===== config.mk =====
export PLATFORM = sky130hd
export DESIGN_NAME = cpc_config_pins
export DESIGN_NICKNAME = d
export VERILOG_FILES = /design/src/cpc_edge_sync.v /design/src/cpc_config_pins.v
export VERILOG_INCLUDE_DIRS = /design/src
export SDC_FILE = /design/constraint.sdc
export NUM_CORES = 1
export LEC_CHECK = 0
export BUFFER_PORTS_ARGS = -buffer_cell sky130_fd_sc_hd__buf_2
export CAP_MARGIN = 20
export CORE_MARGIN = 5
export CORE_UTILIZATION = 53
export CTS_CLUSTER_DIAMETER = 50
export DETAILED_ROUTE_END_ITERATION = 8
export HOLD_SLACK_MARGIN = 0.12
export MAX_ROUTING_LAYER = met4
export PLACE_DENSITY = 0.83
export RECOVER_POWER = 100
export SYNTH_ARGS = -nofsm -noshare
export SYNTH_HDL_FRONTEND = slang
export SYNTH_SLANG_ARGS = --single-unit

===== constraint.sdc =====
create_clock -name clk -period 4 [get_ports clk]
set_clock_uncertainty 0.1 [all_clocks]
set_input_delay 0.8 -clock clk [delete_from_list [all_inputs] [get_ports clk]]
set_output_delay 0.8 -clock clk [all_outputs]
set_load 0.005 [all_outputs]

===== src/cpc_defines.vh =====
`ifndef CPC_DEFINES_VH
`define CPC_DEFINES_VH
// ************************************************************
// register offsets (byte addresses)
// ************************************************************
`define CPC_OFF_CTRL      12'h000
`define CPC_OFF_OPTIONS   12'h004
`define CPC_OFF_STATUS    12'h008
`define CPC_OFF_DATA      12'h00c
`define CPC_OFF_COUNT     12'h010
`define CPC_OFF_INITLEN   12'h014
// ************************************************************
// control field positions
// ************************************************************
`define CPC_CTRL_MODE_LSB 0
`define CPC_CTRL_MODE_MSB 1
`define CPC_CTRL_FRAMELEN_LSB 8
`define CPC_CTRL_FRAMELEN_MSB 23
// ************************************************************
// option bits
// ************************************************************
`define CPC_OPT_USERCLK   0
`define CPC_OPT_INITDONE  1
`define CPC_OPT_GOE       2
`define CPC_OPT_GCLR      3
`define CPC_OPT_TRISTATE  4
`define CPC_OPT_DATA0USER 5
`define CPC_OPT_DUALHIGH  6
// ************************************************************
// scheme codes
// ************************************************************
`define CPC_MODE_PS       2'h0
`define CPC_MODE_FPP      2'h1
`define CPC_MODE_AS       2'h2
// ************************************************************
// reset values and first-frame bit count
// ************************************************************
`define CPC_CTRL_RST      32'h00001000
`define CPC_OPT_RST       32'h00000000
`define CPC_INITLEN_RST   16'h0020
`define CPC_FIRST_FRAME_BITS 16'h0010
`endif


===== src/cpc_edge_sync.v =====
`timescale 1ns/100ps
// ************************************************************
// two-stage synchroniser with rising-edge pulse per bit
// ************************************************************
module cpc_edge_sync #(
   parameter WIDTH = 1
) (
   // clock and reset
   input  wire             clk,
   input  wire             reset_n,
   // pins in
   input  wire [WIDTH-1:0] pinIn,
   // synchronised level and rising-edge pulse
   output wire [WIDTH-1:0] level,
   output wire [WIDTH-1:0] rise
);
   genvar i;
   generate
      for (i = 0; i < WIDTH; i = i + 1) begin : gBit
         reg meta_r;
         reg sync_r;
         reg last_r;
         always @(posedge clk or negedge reset_n) begin
            if (!reset_n) begin
               meta_r <= 1'b0;
               sync_r <= 1'b0;
               last_r <= 1'b0;
            end else begin
               meta_r <= pinIn[i];
               sync_r <= meta_r;
               last_r <= sync_r;
            end
         end
         assign level[i] = sync_r;
         assign rise[i]  = sync_r & ~last_r;
      end
   endgenerate
endmodule // cpc_edge_sync


===== src/cpc_config_pins.v =====
`timescale 1ns/100ps
`include "cpc_defines.vh"
// Notes on behaviour
// - serial schemes take one bit per configuration clock on serial data.
// - passive schemes sample data on configuration clock rising edge.
// - parallel scheme takes one whole byte per configuration clock.
// - serial schemes keep upper seven data pins tri-stated while loading.
// - after parallel load, upper data pins are user I/O per dual-purpose bit.
// - one variant keeps serial data input dedicated; other frees it later.
// - tri-state option floats clock, data, select, command in user mode.
// - disabled optional pins: user I/O, tri-stated with pull-up during load.
// - user start-up clock option times initialization from that clock.
// - completion flag is undriven while request is low and at load start.
// - completion flag driven low once its enable loads in first frame.
// - global output enable low tri-states all I/O when enabled (code gates only core_io_enable, parallel_data_oe and serial_data_oe).
// - global register clear low clears all registers when enabled.
// - chain enable output driven low once configuration is complete.
module cpc_config_pins #(
   parameter DEDICATED_SERIAL_CONFIG_DATA_IN = 1'b1,
   parameter INIT_CYCLES_W   = 16
) (
   // clock and reset
   input  wire        clk,
   input  wire        reset_n,
   // apb slave
   input  wire        psel,
   input  wire        penable,
   input  wire        pwrite,
   input  wire [11:0] paddr,
   input  wire [31:0] pwdata,
   output reg  [31:0] prdata,
   output wire        pready,
   output wire        pslverr,
   // configuration pins
   input  wire        configuration_request_n,
   input  wire        chain_enable_in_n,
   input  wire        config_clock_in,
   input  wire        serial_config_data_in,
   input  wire [7:1]  parallel_data_in,
   input  wire        user_startup_clock,
   input  wire        global_output_enable,
   input  wire        global_register_clear_n,
   // configuration clock / data pin drivers (self-driven scheme)
   output wire        config_clock_out,
   output wire        config_clock_oe,
   output wire        serial_data_oe,
   output wire        boot_memory_select_n,
   output wire        boot_memory_select_oe,
   output wire        boot_memory_command_out,
   output wire        boot_memory_command_oe,
   // upper parallel data pins as user I/O
   output wire [7:1]  parallel_data_out,
   output wire [7:1]  parallel_data_oe,
   // open-drain status pins
   output wire        init_done_out,
   output wire        init_done_oe,
   output wire        chain_enable_out_n,
   output wire        chain_enable_oe,
   // optional pins pulled up while tri-stated
   output wire        optional_pullup_en,
   // core-wide controls
   output wire        core_io_enable,
   output wire        core_clear_n,
   output wire        user_mode
);
   // ************************************************************
   // states
   // ************************************************************
   localparam ST_IDLE = 2'h0;
   localparam ST_LOAD = 2'h1;
   localparam ST_INIT = 2'h2;
   localparam ST_USER = 2'h3;

   reg  [1:0]  state_r;
   reg  [31:0] ctrl_r;
   reg  [31:0] opt_r;
   reg  [15:0] initLen_r;
   reg  [31:0] dataShift_r;
   reg  [15:0] bitCount_r;
   reg  [INIT_CYCLES_W-1:0] initCount_r;
   reg  [7:0]  lastByte_r;
   reg         initDoneEnLoaded_r;
   reg         initDoneEdge_r;
   reg         initDoneSeen_r;

   // ************************************************************
   // pin synchronisers
   // ************************************************************
   wire [12:0] syncLvl;
   wire [12:0] syncRise;
   cpc_edge_sync #(.WIDTH(13)) uSync (
      .clk     (clk),
      .reset_n (reset_n),
      .pinIn   ({global_register_clear_n, global_output_enable,
                 user_startup_clock, parallel_data_in,
                 serial_config_data_in, config_clock_in,
                 configuration_request_n}),
      .level   (syncLvl),
      .rise    (syncRise)
   );
   wire       reqN     = syncLvl[0];
   wire       cclkRise = syncRise[1];
   wire [7:0] dataByte = syncLvl[9:2];
   wire       uclkRise = syncRise[10];
   wire       goeLvl   = syncLvl[11];
   wire       gclrLvl  = syncLvl[12];

   wire [1:0]  mode     = ctrl_r[`CPC_CTRL_MODE_MSB:`CPC_CTRL_MODE_LSB];
   wire [15:0] frameLen = ctrl_r[`CPC_CTRL_FRAMELEN_MSB:
                                 `CPC_CTRL_FRAMELEN_LSB];
   wire        isFpp    = (mode == `CPC_MODE_FPP);
   wire        isAs     = (mode == `CPC_MODE_AS);

   // ************************************************************
   // self-driven scheme clock divider (one-cycle enable)
   // ************************************************************
   reg asClk_r;
   always @(posedge clk or negedge reset_n) begin
      if (!reset_n) begin
         asClk_r <= 1'b0;
      end else if (state_r == ST_LOAD && isAs) begin
         asClk_r <= ~asClk_r;
      end else begin
         asClk_r <= 1'b0;
      end
   end
   // sample on the rising half of the driven clock
   wire asSample = (state_r == ST_LOAD) && isAs && !asClk_r;
   wire takeData = isAs ? asSample : cclkRise;

   // init timing source: user clock edge or own clock
   wire initTick = opt_r[`CPC_OPT_USERCLK] ? uclkRise : 1'b1;

   // ************************************************************
   // configuration sequencer
   // ************************************************************
   wire [15:0] stepBits = isFpp ? 16'h0008 : 16'h0001;
   always @(posedge clk or negedge reset_n) begin
      if (!reset_n) begin
         state_r            <= ST_IDLE;
         dataShift_r        <= 32'h00000000;
         bitCount_r         <= 16'h0000;
         initCount_r        <= {INIT_CYCLES_W{1'b0}};
         lastByte_r         <= 8'h00;
         initDoneEnLoaded_r <= 1'b0;
      end else if (!reqN) begin
         // request held low restarts the sequence but keeps captured data
         state_r            <= ST_IDLE;
         bitCount_r         <= 16'h0000;
         initDoneEnLoaded_r <= 1'b0;
      end else begin
         case (state_r)
            ST_IDLE: begin
               bitCount_r  <= 16'h0000;
               initCount_r <= {INIT_CYCLES_W{1'b0}};
               if (!chain_enable_in_n) begin
                  state_r <= ST_LOAD;
               end
            end
            ST_LOAD: begin
               if (takeData) begin
                  if (isFpp) begin
                     dataShift_r <= {dataShift_r[23:0], dataByte};
                     lastByte_r  <= dataByte;
                  end else begin
                     dataShift_r <= {dataShift_r[30:0], dataByte[0]};
                  end
                  bitCount_r <= bitCount_r + stepBits;
                  if (bitCount_r + stepBits >= `CPC_FIRST_FRAME_BITS &&
                      bitCount_r < `CPC_FIRST_FRAME_BITS) begin
                     initDoneEnLoaded_r <= opt_r[`CPC_OPT_INITDONE];
                  end
                  if (bitCount_r + stepBits >= frameLen) begin
                     state_r <= ST_INIT;
                  end
               end
            end
            ST_INIT: begin
               if (initTick) begin
                  initCount_r <= initCount_r + 1'b1;
                  if (initCount_r[15:0] + 16'h0001 >= initLen_r) begin
                     state_r <= ST_USER;
                  end
               end
            end
            default: begin
               state_r <= ST_USER;
            end
         endcase
      end
   end

   // completion-flag edge seen by software (set wins over clear)
   wire initDoneReleased = (state_r == ST_USER);
   reg  stsClr;
   always @(posedge clk or negedge reset_n) begin
      if (!reset_n) begin
         initDoneEdge_r <= 1'b0;
         initDoneSeen_r <= 1'b0;
      end else begin
         initDoneEdge_r <= initDoneReleased;
         if (initDoneReleased && !initDoneEdge_r) begin
            initDoneSeen_r <= 1'b1;
         end else if (stsClr) begin
            initDoneSeen_r <= 1'b0;
         end
      end
   end

   // ************************************************************
   // pin drivers
   // ************************************************************
   wire inUser   = (state_r == ST_USER);
   wire cfgPhase = !inUser;
   wire triAct   = inUser && opt_r[`CPC_OPT_TRISTATE];
   wire ioOk     = !opt_r[`CPC_OPT_GOE] || goeLvl;

   assign init_done_out = 1'b0;
   // drive low only after enable loaded, until initialization ends
   assign init_done_oe  = initDoneEnLoaded_r && (state_r == ST_INIT ||
                          (state_r == ST_LOAD));
   assign chain_enable_out_n = 1'b0;
   assign chain_enable_oe    = inUser;

   assign config_clock_out        = asClk_r;
   assign config_clock_oe         = isAs && !triAct;
   assign boot_memory_select_n    = !(state_r == ST_LOAD && isAs);
   assign boot_memory_select_oe   = isAs && !triAct;
   assign boot_memory_command_out = 1'b0;
   assign boot_memory_command_oe  = isAs && !triAct;
   // data input never driven in tri-state user mode or dedicated variant
   assign serial_data_oe = inUser && !DEDICATED_SERIAL_CONFIG_DATA_IN && !triAct &&
                           opt_r[`CPC_OPT_DATA0USER] && ioOk;

   // upper data pins: tri-stated while loading, user I/O afterwards
   assign parallel_data_out = {7{opt_r[`CPC_OPT_DUALHIGH]}};
   assign parallel_data_oe  = {7{inUser && ioOk}};
   assign optional_pullup_en = cfgPhase;

   assign core_io_enable = inUser && ioOk;
   assign core_clear_n   = !(opt_r[`CPC_OPT_GCLR] && !gclrLvl);
   assign user_mode      = inUser;

   // ************************************************************
   // apb registers
   // ************************************************************
   wire wrEn = psel && penable && pwrite;
   wire rdEn = psel && penable && !pwrite;
   reg  mapped;
   assign pready  = 1'b1;
   assign pslverr = psel && penable && !mapped;

   always @* begin
      if (paddr == `CPC_OFF_CTRL || paddr == `CPC_OFF_OPTIONS ||
          paddr == `CPC_OFF_STATUS || paddr == `CPC_OFF_DATA ||
          paddr == `CPC_OFF_COUNT || paddr == `CPC_OFF_INITLEN) begin
         mapped = 1'b1;
      end else begin
         mapped = 1'b0;
      end
      stsClr = wrEn && (paddr == `CPC_OFF_STATUS) && pwdata[4];
   end

   always @(posedge clk or negedge reset_n) begin
      if (!reset_n) begin
         ctrl_r    <= `CPC_CTRL_RST;
         opt_r     <= `CPC_OPT_RST;
         initLen_r <= `CPC_INITLEN_RST;
      end else if (wrEn) begin
         if (paddr == `CPC_OFF_CTRL) begin
            ctrl_r <= pwdata;
         end else if (paddr == `CPC_OFF_OPTIONS) begin
            opt_r <= pwdata;
         end else if (paddr == `CPC_OFF_INITLEN) begin
            initLen_r <= pwdata[15:0];
         end
      end
   end

   always @(posedge clk or negedge reset_n) begin
      if (!reset_n) begin
         prdata <= 32'h00000000;
      end else if (psel && !penable && !pwrite) begin
         if (paddr == `CPC_OFF_CTRL) begin
            prdata <= ctrl_r;
         end else if (paddr == `CPC_OFF_OPTIONS) begin
            prdata <= opt_r;
         end else if (paddr == `CPC_OFF_STATUS) begin
            prdata <= {24'h000000, lastByte_r[2:0], initDoneSeen_r,
                       initDoneEnLoaded_r, inUser, state_r};
         end else if (paddr == `CPC_OFF_DATA) begin
            prdata <= dataShift_r;
         end else if (paddr == `CPC_OFF_COUNT) begin
            prdata <= {16'h0000, bitCount_r};
         end else if (paddr == `CPC_OFF_INITLEN) begin
            prdata <= {16'h0000, initLen_r};
         end else begin
            prdata <= 32'h00000000;
         end
      end
   end
endmodule // cpc_config_pins


==> summary.md <==
| Metric | Value |
|---|---|
| Total track usage | 0.2466 |
| Mapped Area | ~11,000 sq um |
| H-tree levels | 1 |
| DIE WIDTH | roughly 150 um |
| Compound-Gate Fraction of Synth Area | 0.1433 |
| Fin util | 0.6061 |
| Top_reg_cell synth | dfrtp_1 |
| CP max stage delay | ~1200 ps |
| Routed WL per cell | approximately 20 um |
| Min-Delay Path Class | reg2reg |
| First-pass GRT wire length | around 46,000 um |
| Vias in the first global route | between 8,000 and 9,000 |
| Nets | 1,277 |
| Pin count of the biggest net entering global routing | 90 |
| DR DRC count | 0 |
| Mean Syn Cell Area | around 10 sq um |
| Synth Instances | 1,089 |
| Die Area | 23,650 sq um |
| Rows | between 50 and 60 |
| Post-synthesis mux area share | 0.1134 |
| Worst slew margin | -0.5179 |
| Setup slack, reg-to-reg | 300 ps |
| Pleak | 5.947 nW |
| CTS Buf Count | 23 |
| Worst Hold End | uSync.gBit[7].sync_r |
| CTS tree | done |
| Buffers on Ports | between 100 and 150 |
| Failing checks | max-capacitance violations, max-slew violations |
| Area Growth Syn to Fin | 12.29% |
| Fin crit share | 0.9565 |
| Ratio of cells with drive above 1 in the final layout | 0.1345 |
| Yosys reg bits | between 200 and 250 |
| Register area share after synthesis | 0.4866 |
| Max IR drop VDD | roughly 0.00033 V |
| Critical Path RT | 4290 ps |
| Arrival time at the worst endpoint | slightly above 4000 ps |
| Max clock buf depth | 3 |
| CP max-delay cell | nor3_1 |
| Detailed Routing Iterations Pass 1 | 8 |
| Status | finished, violations left |
| Worst R2R Start | ctrl_r[0] |
| CTS root buf | clkbuf_16 |
| Vias/cell | just under 6 |
| CP Class | in2reg |
| Post-layout instance area | roughly 12,000 sq um |
| Initial core utilization | 0.5398 |
| Adder-Cell Fraction of Synth Area | 0.04453 |
| Finish-stage setup viols | 0 |
| RSZ-0062 raised after global routing | no |
| Ys async rst share | 1.000 |
| Power Density | 447.3 nW/um^2 |
| Final Critical Period | between 3000 and 4000 ps |
| CTS sink cnt | about 210 |
| Clk_lat worst skew | 520 ps |
| FF-to-FF End | state_r[0] |
| Max-Cap Viols | 3 |
| CP Capture Type | flip-flop |
| Dpl cells | 1,419 |
| Worst Tran Pin Value | 2277 ps |
| DP Wirelength | roughly 20,000 um |
| Total negative setup slack | 0 ps |
| Fin cells | ~1,500 |
| Sequence of cells on the critical path | buf_2 -> or4_1 -> nor3_1 -> and2_0 -> and3_2 -> clkbuf_2 -> mux2_1 |
| Cell Area, Placed | ~12,000 sq um |
| Die Height | between 150 and 200 um |
| Core area | around 20,000 sq um |
| Routed via count | 8,663 |
| Min-Delay Startpoint | uSync.gBit[7].meta_r |
| Boundary Pins | between 100 and 150 |
| CP startpoint kind | input pin |
| Pins Over Slew Limit | ~130 |
| Gr ovfl total | 0 |
| Largest family of logic cells by synthesized area | compound AO/OA/AOI/OAI gates |
| Final Power | 5.503 mW |
| Worst r2r path cells | 15 |
| Final hold vios | 0 |
| Post-CTS Hold Buffers | 0 |
| ANT nets after route | 0 |
| CP bufs+invs | 2 |
| Worst hold path depth | 0 |
| Initial antenna violation count | 1 |
| EDFF count, synth | 0 |
| Post-Route WL | about 29,000 um |
| Max frequency | 261.4 MHz |
| Drt initial violations | between 900 and 1,000 |
| Largest delay share family, worst path | simple AND/OR/NAND/NOR gates |
| RD Place Congestion | 0.9687 |
| CTS clk-pin slew, worst paths | ~60 ps |
| Simple-gate share of the synthesized area | 0.1270 |
| Post-Synth XOR/XNOR Area | 0.02318 |
| Yosys warnings | 0 |
| Netlist cell types | 62 |
| Crit-path max FO | 21 |
## cell type report
type / instances / area [sq um]
Clock inverter: 10 / 126.4
Tap cell: 270 / 337.8
Multi-Input combinational cell: 743 / 4917
Clock buffer: 30 / 651.9
Antenna cell: 1 / 2.502
Inverter: 47 / 176.4
Sequential cell: 213 / 5333
Fill cell: 1662 / 7995
Timing Repair Buffer: 147 / 759.5
## per-stage QoR
step	hold WS (ps)	worst slack, ps
2_1_floorplan	231.2	304.6
3_3_place_gp	232.0	397.1
3_5_place_dp	234.7	265.6
4_1_cts	247.6	237.2
5_1_grt	251.1	28.54
6_report	241.7	174.0
## cells in the final DEF (no fill, tap or decap), drive strengths merged, types with 6 or more instances in the layout
cell type,instances
a211oi,6
a21oi,54
a222oi,8
a22o,11
a31oi,34
a32oi,8
and2,6
and3,8
buf,104
clkbuf,73
dfrtp,211
ha,39
inv,49
mux2,83
mux2i,27
nand2,155
nand2b,15
nand3,17
nor2,76
nor3,8
o21ai,89
o21bai,8
o2bb2ai,10
o31ai,6
xnor2,14
xor2,15
## synth_stat cells (11+ instances only)
master | n | area share
clkbuf_1 | 35 | 0.012
a22o_1 | 11 | 0.0088
o21ai_0 | 34 | 0.016
nand2_1 | 153 | 0.052
nand3_1 | 17 | 0.0078
a21oi_1 | 54 | 0.025
nand2b_1 | 15 | 0.0086
dfrtp_1 | 211 | 0.48
xor2_1 | 15 | 0.012
nor2_1 | 75 | 0.026
xnor2_1 | 14 | 0.011
mux2i_1 | 27 | 0.025
ha_1 | 39 | 0.045
o21ai_1 | 55 | 0.025
buf_2 | 12 | 0.0055
a31oi_1 | 33 | 0.019
buf_4 | 25 | 0.017
inv_1 | 47 | 0.016
mux2_1 | 73 | 0.075
## power by group
part	switching, mW	internal, mW	total (mW)
Sequential	0.252	2.35	2.61
Combinational	0.458	0.275	0.733
Clock	0.878	1.29	2.16
## state kept, by name, summed over array words and instances (netlist names)
register            flops
ctrl_r                 32
dataShift_r            32
opt_r                  32
prdata                 32
bitCount_r             16
initCount_r            16
initLen_r              16
uSync.gBit.meta_r      13
uSync.gBit.sync_r      13
lastByte_r              3
state_r                 2
uSync.gBit.last_r       2
config_clock_out        1
initDoneEdge_r          1
initDoneEnLoaded_r      1
initDoneSeen_r          1
## routing by layer
layer  track usage  vias to the layer above  routed length, um
li1              -                     3949                  -
met1        0.3303                     4244              11880
met2        0.3842                      395              13430
met3       0.04525                       75               2582
met4       0.07990                        0               1001
met5             -                        -                  0
## cells by family (layout without fill, tap and decap cells)
family,Yosys count,in the layout
xor gates and xnor gates,29,29
DFF,213,213
AOI/OAI and AO/OA,253,253
and+or+nand+nor,307,307
other,2,6
muxes,110,110
buffers and inverters,136,234
adders and majority gates,39,39
## timing repair
action,in CTS,in global routing
resized for setup,0,4
endpoints found under the setup margin,0,2
endpoints found under the hold margin,0,0
setup buffers,0,1
## how the worst max path moves through the flow
| stage | slack (ps) | startpoint | depth (start not counted) | endpoint |
|---|---|---|---|---|
| floorplan | 300 | ctrl_r[1] | 17 | state_r[0] |
| global placement | 400 | ctrl_r[0] | 15 | state_r[1] |
| detailed placement | 270 | ctrl_r[0] | 15 | state_r[1] |
| CTS | 240 | ctrl_r[0] | 15 | state_r[1] |
| global route | 30 | paddr[5] | 7 | opt_r[30] |
| finish | 170 | paddr[5] | 7 | opt_r[30] |
Power figures use the tool's default switching activity.
